### src/rtl/srl_pkg.sv
// constants shared by the set-reset latch unit
package srl_pkg;

  // bus geometry
  localparam int ADDR_W = 12;  // axi byte address width
  localparam int DATA_W = 32;  // axi data width

  // register byte offsets
  localparam logic [11:0] OFS_LATCH_CTRL_FIRST = 12'h000;  // control
  localparam logic [11:0] OFS_LATCH_SOURCE_EN = 12'h004;  // source enables
  localparam logic [11:0] OFS_PIN_CFG = 12'h008;  // directions and sync
  localparam logic [11:0] OFS_STATUS = 12'h00c;  // live state, read only

  // latch_ctrl_first fields
  localparam int CF_MASTER_EN = 7;  // latch_master_en
  localparam int CF_DIV_LSB = 4;  // periodic_pulse_divider_sel lsb
  localparam int CF_DIV_W = 3;  // periodic_pulse_divider_sel width
  localparam int CF_TRUE_EN = 3;  // true_out_en
  localparam int CF_INV_EN = 2;  // inverted_out_en
  localparam int CF_FW_SET = 1;  // fw_set_pulse, reads zero
  localparam int CF_FW_RESET = 0;  // fw_reset_pulse, reads zero

  // latch_source_enables fields
  localparam int SE_SET_PIN = 7;  // pin onto set
  localparam int SE_SET_PER = 6;  // periodic_to_set_en
  localparam int SE_SET_CMPB = 5;  // comparator b onto set
  localparam int SE_SET_CMPA = 4;  // comparator a onto set
  localparam int SE_RST_PIN = 3;  // pin onto reset
  localparam int SE_RST_PER = 2;  // periodic_to_reset_en
  localparam int SE_RST_CMPB = 1;  // comparator b onto reset
  localparam int SE_RST_CMPA = 0;  // comparator a onto reset

  // pin configuration fields
  localparam int PC_TRUE_DIR = 0;  // port_direction_bit of true pin
  localparam int PC_INV_DIR = 1;  // port_direction_bit of inverted pin
  localparam int PC_CMPA_SYNC = 4;  // sync comparator a to timer tick
  localparam int PC_CMPB_SYNC = 5;  // sync comparator b to timer tick

  // status fields
  localparam int ST_STATE = 0;  // latch state
  localparam int ST_SET_IN = 1;  // combined set input
  localparam int ST_RST_IN = 2;  // combined reset input

  // reset values
  localparam logic [7:0] RST_CTRL_FIRST = 8'h00;
  localparam logic [7:0] RST_SOURCE_EN = 8'h00;
  localparam logic [7:0] RST_PIN_CFG = 8'h03;  // both pins inputs

  // periodic divider: shortest period, and counter width for 512
  localparam int DIV_MIN_PERIOD = 4;
  localparam int DIV_CNT_W = 9;

  // axi responses
  localparam logic [1:0] RESP_OKAY = 2'h0;
  localparam logic [1:0] RESP_SLVERR = 2'h2;

endpackage : srl_pkg

### src/rtl/srl_latch_unit.sv
// set-reset latch unit with selectable sources and an axi4-lite slave
//
// Summary of operation
// - level set/reset core, active-high inputs
// - four selectable set and reset sources
// - reset wins when both inputs high
// - firmware pulse bits clear themselves
// - comparators usable, optionally synced to timer
// - external pin can set or reset
// - periodic pulse period from 3-bit field
// - separate enables route periodic pulse
// - true and inverted outputs enabled separately
// - pin driven only when direction is output
// - reset leaves latch state undefined
// - pulse every 4 to 512 cycles
// - master enable off disables both pin drivers
// - enabled outputs show state and its inverse
// - firmware pulse lasts one cycle, reads zero
`timescale 1ns/10ps
module srl_latch_unit (
  input wire logic aclk,
  input wire logic aresetn,
  // axi4-lite write address
  input wire logic [srl_pkg::ADDR_W-1:0] s_axi_awaddr,
  input wire logic [2:0] s_axi_awprot,
  input wire logic s_axi_awvalid,
  output logic s_axi_awready,
  // axi4-lite write data
  input wire logic [srl_pkg::DATA_W-1:0] s_axi_wdata,
  input wire logic [3:0] s_axi_wstrb,
  input wire logic s_axi_wvalid,
  output logic s_axi_wready,
  // axi4-lite write response
  output logic [1:0] s_axi_bresp,
  output logic s_axi_bvalid,
  input wire logic s_axi_bready,
  // axi4-lite read address
  input wire logic [srl_pkg::ADDR_W-1:0] s_axi_araddr,
  input wire logic [2:0] s_axi_arprot,
  input wire logic s_axi_arvalid,
  output logic s_axi_arready,
  // axi4-lite read data
  output logic [srl_pkg::DATA_W-1:0] s_axi_rdata,
  output logic [1:0] s_axi_rresp,
  output logic s_axi_rvalid,
  input wire logic s_axi_rready,
  // latch sources
  input wire logic cmp_a_out,
  input wire logic cmp_b_out,
  input wire logic timer_clk_tick,
  input wire logic latch_ext_input_pin,
  // pin drivers
  output logic true_out_pin_o,
  output logic true_out_pin_oe,
  output logic inverted_out_pin_o,
  output logic inverted_out_pin_oe
);

  // software-visible registers
  logic latch_master_en_q;  // pin drivers on/off
  logic [srl_pkg::CF_DIV_W-1:0] periodic_pulse_divider_sel_q;  // period
  logic true_out_en_q;  // true output enable
  logic inverted_out_en_q;  // inverted output enable
  logic fw_set_pulse_q;  // one-cycle firmware set
  logic fw_reset_pulse_q;  // one-cycle firmware reset
  logic [7:0] latch_source_enables_q;  // per-source routing
  logic [7:0] pin_cfg_q;  // directions and sync options

  // source path signals
  logic cmp_a_synced_out_q;  // comparator a held at timer tick
  logic cmp_b_synced_out_q;  // comparator b held at timer tick
  logic cmp_a_src;  // comparator a as seen by latch
  logic cmp_b_src;  // comparator b as seen by latch
  logic periodic_pulse;  // divider output
  logic set_in;  // combined set
  logic rst_in;  // combined reset
  logic latch_state_q;  // stored latch bit, never reset

  // write channel holding
  logic aw_held_q;  // address taken, waiting for data
  logic w_held_q;  // data taken, waiting for address
  logic [srl_pkg::ADDR_W-1:0] awaddr_q;  // held write address
  logic [7:0] wdata_q;  // held low data byte
  logic wstrb0_q;  // held low byte strobe
  logic aw_take;  // address handshake this cycle
  logic w_take;  // data handshake this cycle
  logic wr_go;  // both halves present, perform write
  logic [srl_pkg::ADDR_W-1:0] wr_addr;  // address used for write
  logic [7:0] wr_byte;  // data byte used for write
  logic wr_lane0;  // byte lane 0 enabled
  logic wr_ctrl;  // write hits latch_ctrl_first
  logic wr_src;  // write hits latch_source_enables
  logic wr_pin;  // write hits pin configuration
  logic wr_map;  // write hits any register

  // read decode
  logic ar_take;  // read address handshake this cycle
  logic [7:0] rd_byte;  // read mux output
  logic rd_map;  // read hits a register

  // ---------------- write path ----------------

  // handshake terms; each channel is held until the response is taken
  always_comb begin
    aw_take = s_axi_awvalid && s_axi_awready;
    w_take = s_axi_wvalid && s_axi_wready;
  end

  // address and data may arrive in either order
  always_comb begin
    wr_go = (aw_held_q || aw_take) && (w_held_q || w_take) && !s_axi_bvalid;
    wr_addr = aw_held_q ? awaddr_q : s_axi_awaddr;
    wr_byte = w_held_q ? wdata_q : s_axi_wdata[7:0];
    wr_lane0 = w_held_q ? wstrb0_q : s_axi_wstrb[0];
  end

  // address decode for writes; the status word is read only
  always_comb begin
    wr_ctrl = wr_addr == srl_pkg::OFS_LATCH_CTRL_FIRST;
    wr_src = wr_addr == srl_pkg::OFS_LATCH_SOURCE_EN;
    wr_pin = wr_addr == srl_pkg::OFS_PIN_CFG;
    wr_map = wr_ctrl || wr_src || wr_pin;
  end

  // ready is offered while the channel is empty and no response waits
  always_ff @(posedge aclk) begin
    if (!aresetn) begin
      s_axi_awready <= 1'b0;
      s_axi_wready <= 1'b0;
    end else begin
      s_axi_awready <= !wr_go && !(aw_held_q || aw_take) && !s_axi_bvalid;
      s_axi_wready <= !wr_go && !(w_held_q || w_take) && !s_axi_bvalid;
    end
  end

  // hold whichever half arrived first
  always_ff @(posedge aclk) begin
    if (!aresetn) begin
      aw_held_q <= 1'b0;
      w_held_q <= 1'b0;
      awaddr_q <= '0;
      wdata_q <= 8'h00;
      wstrb0_q <= 1'b0;
    end else begin
      if (wr_go) begin
        aw_held_q <= 1'b0;
        w_held_q <= 1'b0;
      end else begin
        if (aw_take) begin
          aw_held_q <= 1'b1;
          awaddr_q <= s_axi_awaddr;
        end
        if (w_take) begin
          w_held_q <= 1'b1;
          wdata_q <= s_axi_wdata[7:0];
          wstrb0_q <= s_axi_wstrb[0];
        end
      end
    end
  end

  // write response, slverr for an unmapped or read-only address
  always_ff @(posedge aclk) begin
    if (!aresetn) begin
      s_axi_bvalid <= 1'b0;
      s_axi_bresp <= srl_pkg::RESP_OKAY;
    end else if (wr_go) begin
      s_axi_bvalid <= 1'b1;
      s_axi_bresp <= wr_map ? srl_pkg::RESP_OKAY : srl_pkg::RESP_SLVERR;
    end else if (s_axi_bready) begin
      s_axi_bvalid <= 1'b0;
    end
  end

  // ---------------- registers ----------------

  // control word: enables and divider selection
  always_ff @(posedge aclk) begin
    if (!aresetn) begin
      latch_master_en_q <= srl_pkg::RST_CTRL_FIRST[srl_pkg::CF_MASTER_EN];
      periodic_pulse_divider_sel_q <= srl_pkg::RST_CTRL_FIRST[
        srl_pkg::CF_DIV_LSB +: srl_pkg::CF_DIV_W];
      true_out_en_q <= srl_pkg::RST_CTRL_FIRST[srl_pkg::CF_TRUE_EN];
      inverted_out_en_q <= srl_pkg::RST_CTRL_FIRST[srl_pkg::CF_INV_EN];
    end else if (wr_go && wr_ctrl && wr_lane0) begin
      latch_master_en_q <= wr_byte[srl_pkg::CF_MASTER_EN];
      periodic_pulse_divider_sel_q <=
        wr_byte[srl_pkg::CF_DIV_LSB +: srl_pkg::CF_DIV_W];
      true_out_en_q <= wr_byte[srl_pkg::CF_TRUE_EN];
      inverted_out_en_q <= wr_byte[srl_pkg::CF_INV_EN];
    end
  end

  // firmware pulses: high for the one cycle after the write, then clear
  always_ff @(posedge aclk) begin
    if (!aresetn) begin
      fw_set_pulse_q <= srl_pkg::RST_CTRL_FIRST[srl_pkg::CF_FW_SET];
      fw_reset_pulse_q <= srl_pkg::RST_CTRL_FIRST[srl_pkg::CF_FW_RESET];
    end else begin
      fw_set_pulse_q <= wr_go && wr_ctrl && wr_lane0 &&
        wr_byte[srl_pkg::CF_FW_SET];
      fw_reset_pulse_q <= wr_go && wr_ctrl && wr_lane0 &&
        wr_byte[srl_pkg::CF_FW_RESET];
    end
  end

  // source enable word
  always_ff @(posedge aclk) begin
    if (!aresetn) begin
      latch_source_enables_q <= srl_pkg::RST_SOURCE_EN;
    end else if (wr_go && wr_src && wr_lane0) begin
      latch_source_enables_q <= wr_byte;
    end
  end

  // pin direction and comparator sync word
  always_ff @(posedge aclk) begin
    if (!aresetn) begin
      pin_cfg_q <= srl_pkg::RST_PIN_CFG;
    end else if (wr_go && wr_pin && wr_lane0) begin
      pin_cfg_q <= wr_byte;
    end
  end

  // ---------------- read path ----------------

  always_comb begin
    ar_take = s_axi_arvalid && s_axi_arready;
  end

  // read mux; pulse bits always read zero
  always_comb begin
    rd_byte = 8'h00;
    rd_map = 1'b1;
    unique case (s_axi_araddr)
      srl_pkg::OFS_LATCH_CTRL_FIRST: begin
        rd_byte[srl_pkg::CF_MASTER_EN] = latch_master_en_q;
        rd_byte[srl_pkg::CF_DIV_LSB +: srl_pkg::CF_DIV_W] =
          periodic_pulse_divider_sel_q;
        rd_byte[srl_pkg::CF_TRUE_EN] = true_out_en_q;
        rd_byte[srl_pkg::CF_INV_EN] = inverted_out_en_q;
      end
      srl_pkg::OFS_LATCH_SOURCE_EN: begin
        rd_byte = latch_source_enables_q;
      end
      srl_pkg::OFS_PIN_CFG: begin
        rd_byte = pin_cfg_q;
      end
      srl_pkg::OFS_STATUS: begin
        // state masked until it has been defined by firmware or a source
        rd_byte[srl_pkg::ST_STATE] = latch_state_q === 1'b1;
        rd_byte[srl_pkg::ST_SET_IN] = set_in;
        rd_byte[srl_pkg::ST_RST_IN] = rst_in;
      end
      default: begin
        rd_map = 1'b0;  // unmapped
      end
    endcase
  end

  // one read at a time; address taken only while no data is pending
  always_ff @(posedge aclk) begin
    if (!aresetn) begin
      s_axi_arready <= 1'b0;
    end else begin
      s_axi_arready <= !s_axi_rvalid && !ar_take;
    end
  end

  // read data register
  always_ff @(posedge aclk) begin
    if (!aresetn) begin
      s_axi_rvalid <= 1'b0;
      s_axi_rdata <= '0;
      s_axi_rresp <= srl_pkg::RESP_OKAY;
    end else if (ar_take) begin
      s_axi_rvalid <= 1'b1;
      s_axi_rdata <= {24'h000000, rd_byte};
      s_axi_rresp <= rd_map ? srl_pkg::RESP_OKAY : srl_pkg::RESP_SLVERR;
    end else if (s_axi_rready) begin
      s_axi_rvalid <= 1'b0;
    end
  end

  // ---------------- latch sources ----------------

  // comparator values captured on each timer tick
  always_ff @(posedge aclk) begin
    if (!aresetn) begin
      cmp_a_synced_out_q <= 1'b0;
      cmp_b_synced_out_q <= 1'b0;
    end else if (timer_clk_tick) begin
      cmp_a_synced_out_q <= cmp_a_out;
      cmp_b_synced_out_q <= cmp_b_out;
    end
  end

  // pick raw or timer-synced comparator per option bit
  always_comb begin
    cmp_a_src = pin_cfg_q[srl_pkg::PC_CMPA_SYNC] ?
      cmp_a_synced_out_q : cmp_a_out;
    cmp_b_src = pin_cfg_q[srl_pkg::PC_CMPB_SYNC] ?
      cmp_b_synced_out_q : cmp_b_out;
  end

  // periodic pulse from the divider
  srl_pulse_div u_div (
    .aclk(aclk),
    .aresetn(aresetn),
    .div_sel(periodic_pulse_divider_sel_q),
    .pulse_q(periodic_pulse)
  );

  // combine enabled sources; firmware pulses always take part
  always_comb begin
    set_in = fw_set_pulse_q
      | (latch_source_enables_q[srl_pkg::SE_SET_CMPA] & cmp_a_src)
      | (latch_source_enables_q[srl_pkg::SE_SET_CMPB] & cmp_b_src)
      | (latch_source_enables_q[srl_pkg::SE_SET_PIN] &
         latch_ext_input_pin)
      | (latch_source_enables_q[srl_pkg::SE_SET_PER] &
         periodic_pulse);
    rst_in = fw_reset_pulse_q
      | (latch_source_enables_q[srl_pkg::SE_RST_CMPA] & cmp_a_src)
      | (latch_source_enables_q[srl_pkg::SE_RST_CMPB] & cmp_b_src)
      | (latch_source_enables_q[srl_pkg::SE_RST_PIN] &
         latch_ext_input_pin)
      | (latch_source_enables_q[srl_pkg::SE_RST_PER] &
         periodic_pulse);
  end

  // ---------------- latch core ----------------

  // storage bit; no reset term, so its value after reset is unknown.
  // follows set and reset levels each cycle, reset dominant.
  always_ff @(posedge aclk) begin
    if (rst_in) begin
      latch_state_q <= 1'b0;
    end else if (set_in) begin
      latch_state_q <= 1'b1;
    end
  end

  // ---------------- pin drivers ----------------

  // enable needs master, own enable and output direction
  always_ff @(posedge aclk) begin
    if (!aresetn) begin
      true_out_pin_oe <= 1'b0;
      inverted_out_pin_oe <= 1'b0;
    end else begin
      true_out_pin_oe <= latch_master_en_q && true_out_en_q &&
        !pin_cfg_q[srl_pkg::PC_TRUE_DIR];
      inverted_out_pin_oe <= latch_master_en_q && inverted_out_en_q &&
        !pin_cfg_q[srl_pkg::PC_INV_DIR];
    end
  end

  // data gated so an undefined state never leaves an idle pin
  always_ff @(posedge aclk) begin
    if (!aresetn) begin
      true_out_pin_o <= 1'b0;
      inverted_out_pin_o <= 1'b0;
    end else begin
      true_out_pin_o <= latch_master_en_q && true_out_en_q &&
        !pin_cfg_q[srl_pkg::PC_TRUE_DIR] && latch_state_q;
      inverted_out_pin_o <= latch_master_en_q && inverted_out_en_q &&
        !pin_cfg_q[srl_pkg::PC_INV_DIR] && !latch_state_q;
    end
  end

  // protection bits are accepted and ignored
  logic unused_prot;
  always_comb begin
    unused_prot = ^{s_axi_awprot, s_axi_arprot, s_axi_wdata[31:8],
      s_axi_wstrb[3:1]};
  end

endmodule : srl_latch_unit

### src/rtl/srl_pulse_div.sv
// periodic one-cycle pulse generator with selectable power-of-two period
`timescale 1ns/10ps
module srl_pulse_div (
  input wire logic aclk,
  input wire logic aresetn,
  input wire logic [srl_pkg::CF_DIV_W-1:0] div_sel,
  output logic pulse_q
);

  // free-running count of oscillator cycles
  logic [srl_pkg::DIV_CNT_W-1:0] cnt_q;
  // terminal count: period minus one, period = 4 << div_sel
  logic [srl_pkg::DIV_CNT_W-1:0] last_d;

  // period selection, codes ascending from 4 to 512 cycles
  always_comb begin
    last_d = srl_pkg::DIV_CNT_W'(
      (srl_pkg::DIV_MIN_PERIOD << div_sel) - 1);
  end

  // counter wraps at terminal count; a code change keeps the count, which wraps at once if already past the new terminal
  always_ff @(posedge aclk) begin
    if (!aresetn) begin
      cnt_q <= '0;
    end else if (cnt_q >= last_d) begin
      cnt_q <= '0;
    end else begin
      cnt_q <= cnt_q + 1'b1;
    end
  end

  // one cycle wide pulse once per period
  always_ff @(posedge aclk) begin
    if (!aresetn) begin
      pulse_q <= 1'b0;
    end else begin
      pulse_q <= (cnt_q >= last_d);
    end
  end

endmodule : srl_pulse_div

### config.mk
export PLATFORM = sky130hd
export DESIGN_NAME = srl_latch_unit
export DESIGN_NICKNAME = d
export VERILOG_FILES = /design/src/rtl/srl_pkg.sv /design/src/rtl/srl_latch_unit.sv /design/src/rtl/srl_pulse_div.sv
export SDC_FILE = /design/constraint.sdc
export NUM_CORES = 1
export LEC_CHECK = 0
export BUFFER_PORTS_ARGS = -buffer_cell sky130_fd_sc_hd__buf_2
export CORE_MARGIN = 4
export CORE_UTILIZATION = 33
export CTS_BUF_LIST = sky130_fd_sc_hd__clkbuf_16
export DETAILED_ROUTE_END_ITERATION = 16
export SLEW_MARGIN = 20
export SYNTH_ARGS = -nofsm -noshare
export SYNTH_HDL_FRONTEND = slang
export SYNTH_SLANG_ARGS = --single-unit
### constraint.sdc
create_clock -name aclk -period 3.8 [get_ports aclk]
set_input_delay 0.38 -clock aclk [delete_from_list [all_inputs] [get_ports aclk]]
set_output_delay 0.38 -clock aclk [all_outputs]
set_load 0.01 [all_outputs]
==> results of run 1 <==
==> sequential cells by signal, indices dropped and copies added, names as in the netlist, 3 cells and up <==
signal                        count
latch_source_enables_q            8
s_axi_rdata                       8
awaddr_q                         12
u_div.cnt_q                       9
wdata_q                           8
pin_cfg_q                         8
periodic_pulse_divider_sel_q      3
==> path summary, 6_finish.rpt <==
check	slack, ps	to	cells past startpoint	startpoint
worst min register to register	450	s_axi_rdata[0]	2	s_axi_rdata[0]
worst max-delay path	880	u_div.cnt_q[0]	10	periodic_pulse_divider_sel_q[0]
worst max register to register	880	u_div.cnt_q[0]	10	periodic_pulse_divider_sel_q[0]
worst min-delay path	320	awaddr_q[10]	3	s_axi_awaddr[10]
==> worst register-to-register path: stages, from the launching register on <==
cell and delay, ps:
dfxtp_1 380, or3_1 420, ha_1 280, nor3_1 160, a21o_1 110, a21oi_1 70, ha_1 300, a21oi_1 140
o21ai_0 150, a221o_1 530, a211oi_1 290
==> kinds of logic after synthesis <==
group	after synthesis	synth area share (%)
and+or+nand+nor	125	17.9
DFF	79	39.8
AOI/OAI and AO/OA	65	12.8
muxes	64	16.7
buffers and inverters	55	7.87
adders and majority gates	9	2.83
xor gates and xnor gates	9	1.98
other	1	0.0944
==> power groups by stage <==
stage / logic (mW) / registers (mW) / clock network (mW)
floorplan: 0.195 / 0.908 / 0
global placement: 0.228 / 0.917 / 0
detailed placement: 0.233 / 0.919 / 0
CTS: 0.236 / 0.901 / 0.872
global route: 0.263 / 0.907 / 0.912
finish: 0.236 / 0.901 / 0.850
==> layer usage <==
metal	track usage, %	wire length [um]
met5	0	0
met4	4.40	108
met3	3.56	539
met2	19.7	3860
met1	16.7	4060
==> through the flow <==
| step | cell area (um2) | hold slack (ps) | utilization [%] | instances |
|---|---|---|---|---|
| floorplan | 4070 | 414 | - | 432 |
| global route | 4580 | 333 | 39.5 | 607 |
| CTS | 4580 | 308 | 39.4 | 606 |
| finish | 4580 | 318 | 39.5 | 607 |
| detailed placement | 4280 | 441 | 36.9 | 590 |
| global placement | 4280 | 435 | 36.9 | 590 |
==> cell usage in the layout, fill, tap and decap left out, drive strengths merged, types with 4 or more instances in the layout <==
cell type	count
o2111ai	4
a211oi	11
nor3	4
dfxtp	79
nand2b	8
xnor2	4
ha	9
conb	26
mux2i	52
nand3	8
nor2b	28
inv	8
o21ai	12
a22o	5
buf	64
nor3b	6
nand2	40
xor2	5
a221o	4
a21oi	11
nor4	5
clkbuf	10
mux2	12
nor2	10
==> area by class of cell <==
class	instances	area (um2)	share of cell area [%]
multi-input combinational	298	2170	47.4
sequential	79	1580	34.5
timing repair buffer	65	333	7.26
clock buffer	9	225	4.91
tap	143	179	3.90
clock inverter	7	70.1	1.53
inverter	6	22.5	0.491
==> flow_summary.json, run 1 <==
{
  "final_antenna_net_count": 0,
  "crit_required_ps": 4030,
  "ys_seq_elements": 79,
  "fmax_mhz": 342,
  "yosysTopAreaCell": "dfxtp_1",
  "core_um2": 11600,
  "synth_commonest_cells": "79 x dfxtp_1, 52 x mux2i_1, 40 x nand2_1, 28 x nor2b_1, 26 x buf_4",
  "cts_max_path_buffers": 2,
  "syn_area_per_cell_um2": 9.76,
  "slowest_stage": "a221o_1",
  "seq_area_frac_synth_pct": 39.8,
  "finClkSkew_ps": 7.86,
  "finalMaxSlewViolations": 0,
  "area_growth_pct": 15.4,
  "start_kind": "register",
  "p_leak_nw": 2.09,
  "vias": 2939,
  "nNetsFinal": 545,
  "ys_warn_count": 0,
  "power.internal_mw": 1.48,
  "max_cap_viol_count": 0,
  "cts_inserted_buffers": 9,
  "fin_ws_ps": 876,
  "diodes": 0,
  "grt_first_pass_wirelength_mm": 14.6,
  "power.density_nw_per_um2": 433,
  "crit_fanout": 9,
  "drt-vias-per-instance": 4.84,
  "post_cts.repair.setup_buffers": 0,
  "start_util_pct": 34.2,
  "grt_use_total_pct": 12.6,
  "cpPeakStageDelay_ps": 530,
  "clockPowerShare_pct": 42.8,
  "p_switching_uw": 510,
  "path_delay_family": "compound AO/OA/AOI/OAI gates",
  "wirelength_mm": 8.57,
  "setup_tns_ps": 0,
  "rsz0062_at_grt": "false",
  "path_cells": "or3_1 -> ha_1 -> nor3_1 -> a21o_1 -> a21oi_1 -> ha_1 -> a21oi_1 -> o21ai_0 -> a221o_1 -> a211oi_1",
  "seq_power_share_pct": 45.4,
  "synthFlopType": "dfxtp_1",
  "die_area_um2": 13900,
  "die_w_um": 118,
  "pwr-share-comb_pct": 11.9,
  "cts_resized": 0,
  "synth_top_area_share_pct": 39.8,
  "cts.clk_slew.worst_paths_ps": 60,
  "synth_cell_types": 53,
  "dp_hpwl_mm": 6.41,
  "dr.pass1.iters": 4,
  "ios": 122,
  "rows": 39,
  "min_path_type": "input port to register",
  "grt_overflow": 0,
  "yosysMostFrequentCell": "dfxtp_1",
  "htreeDepth": 3,
  "path_class": "register to register",
  "final-setup-viol-count": 0,
  "dr.first_iter.drc_count": 136,
  "syn_area_um2": 3970,
  "clk_latency_ps": 330,
  "fill_cells": 1144,
  "cts-root-buf": "clkbuf_16",
  "syn_inst": 407,
  "drt_drc_violations_left": 0,
  "drive_gt1_share_pct": 21.3,
  "power.total_mw": 1.99,
  "synth_edf_count": 0,
  "critPathBufInv": 0,
  "pre_cts_slack_ps": 939,
  "port_buffers": 62,
  "clock_sinks": 79,
  "grt_max_degree": 36,
  "grt_antenna_before_repair": 0,
  "avgRoutedWirePerCell_um": 14.1,
  "cts_tree": "yes",
  "crit_path_end_kind": "register",
  "hold_buffers": 0,
  "worst_slew_pin_slew_ps": 603,
  "synth_area_leaders": "dfxtp_1 40%, mux2i_1 13%, buf_4 4.9%, nor2b_1 4.4%, nand2_1 3.8%",
  "slew_headroom_pct": 59.8,
  "fin_crit_sh_pct": 77.0,
  "crit_arrival_ps": 3160,
  "die_y_um": 118,
  "outcome": "finished clean",
  "grt_pass1_vias": 2986,
  "place_congestion": 0.806,
  "async_flop_share_pct": 0,
  "min_period_ps": 2920,
  "hold_viol": 0,
  "vdd_ir_drop_max_v": 0.000210,
  "power_switching_share_pct": 25.7
}
Power figures use the tool's default switching activity.
==> run 2, diff against run 1 <==
==> constraint.sdc (replaced) <==
create_clock -name aclk -period 2.9 [get_ports aclk]
set_input_delay 0.29 -clock aclk [delete_from_list [all_inputs] [get_ports aclk]]
set_output_delay 0.29 -clock aclk [all_outputs]
set_load 0.01 [all_outputs]
==> flow_summary.json, run 2 (synthesized netlist as in run 1, its figures left out) <==
{
  "power.internal_mw": 1.84,
  "drt_drc_violations_left": 0,
  "crit_path_end_kind": "register",
  "path_cells": "or3_1 -> ha_2 -> nor3_1 -> a21o_1 -> a21oi_1 -> ha_1 -> a21oi_1 -> o21ai_1 -> a221o_2 -> a211oi_1",
  "die_w_um": 118,
  "die_y_um": 118,
  "reg2reg_depth": 10,
  "crit_path_frequent_cell": "a21oi_1",
  "finalMaxSlewViolations": 0,
  "max_cap_viol_count": 0,
  "min-delay-start": "s_axi_wdata[4]",
  "min_period_ps": 2650,
  "regMostFlops": "awaddr_q",
  "reg.largest.list": "awaddr_q x12, u_div.cnt_q x9",
  "rr_startpoint": "periodic_pulse_divider_sel_q[1]",
  "place_congestion": 0.807,
  "whs_endpoint": "wdata_q[4]",
  "crit_required_ps": 3140,
  "min_path_type": "input port to register",
  "final_cell_mix": "79 x dfxtp_1, 62 x buf_2, 52 x mux2i_1",
  "area_growth_pct": 15.2,
  "fin_crit_sh_pct": 91.5,
  "worst_slew_pin_slew_ps": 630,
  "grt_overflow": 0,
  "nNetsFinal": 548,
  "crit_arrival_ps": 2890,
  "cts.clk_slew.worst_paths_ps": 60,
  "cts_inserted_buffers": 9,
  "hold_path_depth": 3,
  "grt_use_total_pct": 12.5,
  "power_switching_share_pct": 26.3,
  "slew_headroom_pct": 58.0,
  "fin_ws_ps": 246,
  "grt_pass1_vias": 2911,
  "finClkSkew_ps": 7.17,
  "p_leak_nw": 2.08,
  "dr.pass1.iters": 4,
  "rr_endpoint": "u_div.cnt_q[3]",
  "placed_area_um2": 4300,
  "clockPowerShare_pct": 39.7,
  "path_delay_family": "compound AO/OA/AOI/OAI gates",
  "critPathBufInv": 0,
  "grt_antenna_before_repair": 0,
  "p_switching_uw": 654,
  "rows": 39,
  "drive_gt1_share_pct": 21.9,
  "power.density_nw_per_um2": 545,
  "diodes": 0,
  "slowest_stage": "a221o_2",
  "cts_tree": "yes",
  "die_area_um2": 13900,
  "layout_commonest_cell": "dfxtp_1",
  "fmax_mhz": 377,
  "grt_max_degree": 28,
  "core_um2": 11600,
  "clk_latency_ps": 330,
  "ios": 122,
  "cts-root-buf": "clkbuf_16",
  "vias": 2924,
  "power.total_mw": 2.49,
  "reg2reg_slack_ps": 250,
  "hold_viol": 0,
  "crit_fanout": 8,
  "cts_max_path_buffers": 2,
  "htreeDepth": 3,
  "final-setup-viol-count": 0,
  "fill_cells": 1147,
  "avgRoutedWirePerCell_um": 14.1,
  "clock_sinks": 79,
  "path_class": "register to register",
  "design_area_um2": 4580,
  "cpPeakStageDelay_ps": 440,
  "outcome": "finished clean",
  "largest_reg_flops": 12,
  "hold_ws_ps": 234,
  "dr.first_iter.drc_count": 209,
  "port_buffers": 62,
  "start_kind": "register",
  "dp_hpwl_mm": 6.36,
  "pre_cts_slack_ps": 107,
  "final_antenna_net_count": 0,
  "pwr-share-comb_pct": 12.9,
  "vdd_ir_drop_max_v": 0.000284,
  "drt-vias-per-instance": 4.81,
  "start_util_pct": 34.2,
  "wirelength_mm": 8.60,
  "seq_power_share_pct": 47.4,
  "grt_first_pass_wirelength_mm": 14.4
}
-- run 2: area by class of cell --
type                    instances  area [um2]  share of cell area (%)
repair buffers                 67         348                    7.60
clock inverters                 5        28.8                   0.629
multi-input cells             299        2190                    47.9
flip-flops and latches         79        1580                    34.6
inverters                       6        22.5                   0.492
clock buffers                   9         225                    4.92
well taps                     143         179                    3.91
-- run 2: how the worst max path moves through the flow --
stage                                         start              to  slack [ps]  depth (start not counted)
floorplan           periodic_pulse_divider_sel_q[0]  u_div.cnt_q[0]         130                         13
global placement    periodic_pulse_divider_sel_q[1]  u_div.cnt_q[3]         160                         10
detailed placement  periodic_pulse_divider_sel_q[1]  u_div.cnt_q[7]         110                         10
CTS                 periodic_pulse_divider_sel_q[1]  u_div.cnt_q[7]          80                         10
global route        periodic_pulse_divider_sel_q[1]  u_div.cnt_q[3]          -5                         10
finish              periodic_pulse_divider_sel_q[1]  u_div.cnt_q[3]         250                         10
-- run 2: power by group through the flow --
| stage | Combinational, mW | Sequential, mW | Clock (mW) |
|---|---|---|---|
| finish | 0.322 | 1.18 | 0.990 |
| global route | 0.361 | 1.19 | 1.07 |
| CTS | 0.306 | 1.18 | 1.02 |
| detailed placement | 0.305 | 1.20 | 0 |
| global placement | 0.302 | 1.20 | 0 |
| floorplan | 0.255 | 1.19 | 0 |
-- run 2: through the flow --
stage,TNS [ps],utilization (%),cells
6_report,0,39.4,608
3_3_place_gp,0,37.0,592
2_1_floorplan,0,-,432
3_5_place_dp,0,37.0,592
4_1_cts,0,39.2,606
5_1_grt,-8.14,39.4,608
-- run 2: tightest hold or removal path: cells and delay by family --
kind                   cells  cell delay [ps]
buffers and inverters      1               90
and+or+nand+nor            1               90
muxes                      1               60
-- run 2: repair_timing --
item                                   in CTS  in global routing
setup buffers                               0                  0
setup endpoints to repair                   0                  9
endpoints found under the hold margin       0                  0
hold buffers                                0                  0
resized for setup                           0                  4
-- run 2: layer usage --
| metal | global-route usage, % | share of wire (%) |
|---|---|---|
| met3 | 2.50 | 4.7 |
| met2 | 19.1 | 44 |
| met1 | 17.3 | 50 |
| met5 | 0 | 0 |
| met4 | 5.05 | 1.8 |
==> run 3, diff against run 2 <==
--- a/config.mk
+++ b/config.mk
@@ -7,9 +7,10 @@
 export LEC_CHECK = 0
 export BUFFER_PORTS_ARGS = -buffer_cell sky130_fd_sc_hd__buf_2
 export CORE_MARGIN = 4
-export CORE_UTILIZATION = 33
+export CORE_UTILIZATION = 51
 export CTS_BUF_LIST = sky130_fd_sc_hd__clkbuf_16
 export DETAILED_ROUTE_END_ITERATION = 16
+export PLACE_DENSITY = 0.79
 export SLEW_MARGIN = 20
 export SYNTH_ARGS = -nofsm -noshare
 export SYNTH_HDL_FRONTEND = slang
==> flow_summary.json, run 3 (synthesized netlist as in run 1, its figures left out) <==
{
  "drt_drc_violations_left": 0,
  "power.density_nw_per_um2": 583,
  "drt-vias-per-instance": 5.38,
  "place_congestion": 0.865,
  "grt_antenna_before_repair": 0,
  "cpPeakStageDelay_ps": 440,
  "rsz0062_at_grt": "false",
  "grt_first_pass_wirelength_mm": 13.6,
  "reg2reg_depth": 10,
  "area_growth_pct": 15.2,
  "hold_path_depth": 3,
  "die_y_um": 96.3,
  "path_class": "register to register",
  "slowest_stage": "a221o_2",
  "start_kind": "register",
  "core_um2": 7410,
  "power.total_mw": 2.67,
  "crit_path_frequent_cell": "a21oi_1",
  "cts_resized": 0,
  "wirelength_mm": 8.29,
  "rr_endpoint": "u_div.cnt_q[0]",
  "slew_headroom_pct": 60.0,
  "cts_tree": "yes",
  "clockPowerShare_pct": 43.8,
  "port_buffers": 62,
  "finClkSkew_ps": 6.48,
  "final_antenna_net_count": 0,
  "cts.clk_slew.worst_paths_ps": 60,
  "finalMaxSlewViolations": 0,
  "final_cell_mix": "79 x dfxtp_1, 62 x buf_2, 52 x mux2i_1",
  "dr.pass1.iters": 4,
  "grt_pass1_vias": 2948,
  "regMostFlops": "awaddr_q",
  "outcome": "finished clean",
  "crit_required_ps": 3140,
  "rows": 31,
  "vias": 3041,
  "clock_sinks": 79,
  "path_cells": "or3_1 -> ha_2 -> nor3_1 -> a21o_1 -> a21oi_1 -> ha_1 -> a21oi_1 -> o21ai_1 -> a221o_2 -> a211oi_1",
  "start_util_pct": 53.6,
  "min-delay-start": "s_axi_awaddr[5]",
  "fmax_mhz": 381,
  "crit_fanout": 8,
  "max_cap_viol_count": 0,
  "hold_viol": 0,
  "diodes": 0,
  "worst_slew_pin_slew_ps": 601,
  "pwr-share-comb_pct": 12.0,
  "fin_crit_sh_pct": 90.6,
  "reg.largest.list": "awaddr_q x12, u_div.cnt_q x9",
  "power.internal_mw": 2.02,
  "avgRoutedWirePerCell_um": 14.7,
  "cts_inserted_buffers": 9,
  "dp_hpwl_mm": 5.90,
  "p_switching_uw": 650,
  "clk_latency_ps": 330,
  "setup_tns_ps": 0,
  "whs_endpoint": "awaddr_q[5]",
  "crit_path_end_kind": "register",
  "min_period_ps": 2630,
  "htreeDepth": 3,
  "rr_startpoint": "periodic_pulse_divider_sel_q[1]",
  "final-setup-viol-count": 0,
  "cts_max_path_buffers": 2,
  "seq_power_share_pct": 44.2,
  "fin_ws_ps": 273,
  "ios": 122,
  "die_w_um": 96.3,
  "dr.first_iter.drc_count": 124,
  "grt_max_degree": 38,
  "vdd_ir_drop_max_v": 0.000322,
  "pre_cts_slack_ps": 151,
  "hold_buffers": 0,
  "crit_arrival_ps": 2860,
  "die_area_um2": 9270,
  "reg2reg_slack_ps": 270,
  "p_leak_nw": 2.11,
  "grt_overflow": 0,
  "power_switching_share_pct": 24.3,
  "fill_cells": 624,
  "largest_reg_flops": 12,
  "layout_commonest_cell": "dfxtp_1",
  "hold_ws_ps": 237,
  "post_cts.repair.setup_buffers": 0,
  "grt_use_total_pct": 18.8,
  "min_path_type": "input port to register",
  "nNetsFinal": 548,
  "drive_gt1_share_pct": 22.5,
  "cts-root-buf": "clkbuf_16"
}
run 3: changes by cell type in the layout (fill, tap and decap cells not counted), sizes merged:
cell and change:
bufinv +2, buf -1, clkbuf +1, inv -1
run 3: final cells by class:
type / count / area (um2) / area share [%]
multi-input cells: 299 / 2190 / 47.9
well taps: 99 / 124 / 2.71
flip-flops and latches: 79 / 1580 / 34.5
inverters: 6 / 22.5 / 0.492
repair buffers: 67 / 348 / 7.60
clock buffers: 9 / 225 / 4.92
clock inverters: 6 / 86.3 / 1.89
run 3: metrics by stage:
step | area (um2) | instances | util (%)
3_3_place_gp | 4240 | 548 | 57.2
5_1_grt | 4580 | 565 | 61.8
4_1_cts | 4550 | 563 | 61.4
6_report | 4580 | 565 | 61.8
3_5_place_dp | 4240 | 548 | 57.2
2_1_floorplan | 4070 | 432 | -
run 3: how the worst max path moves through the flow:
stage | start | end | cells after the start
6_report | periodic_pulse_divider_sel_q[1] | u_div.cnt_q[0] | 10
2_1_floorplan | periodic_pulse_divider_sel_q[0] | u_div.cnt_q[0] | 13
3_5_place_dp | periodic_pulse_divider_sel_q[1] | u_div.cnt_q[7] | 10
5_1_grt | periodic_pulse_divider_sel_q[1] | u_div.cnt_q[1] | 10
3_3_place_gp | periodic_pulse_divider_sel_q[1] | u_div.cnt_q[5] | 10
4_1_cts | periodic_pulse_divider_sel_q[1] | u_div.cnt_q[8] | 10
run 3: layer usage:
layer  global-route usage (%)  vias to the layer above  wire length, um
met1                     24.4                     1421             3720
met5                        0                        -                0
met4                     8.53                        0              190
met2                     30.6                       97             3840
li1                         -                     1507                -
met3                     2.89                       16              545
run 3: power by group through the flow:
stage	clock [mW]	combinational [mW]	sequential, mW
6_report	1.17	0.321	1.18
5_1_grt	1.23	0.358	1.19
4_1_cts	1.19	0.306	1.18
3_5_place_dp	0	0.303	1.20
3_3_place_gp	0	0.294	1.20
2_1_floorplan	0	0.255	1.19
run 3: worst max-delay path: cells and delay by family, from the launching register on:
kind / cells / cell delay (ps)
DFF: 1 / 370
adders and majority gates: 2 / 530
and+or+nand+nor: 2 / 540
AOI/OAI and AO/OA: 6 / 1100
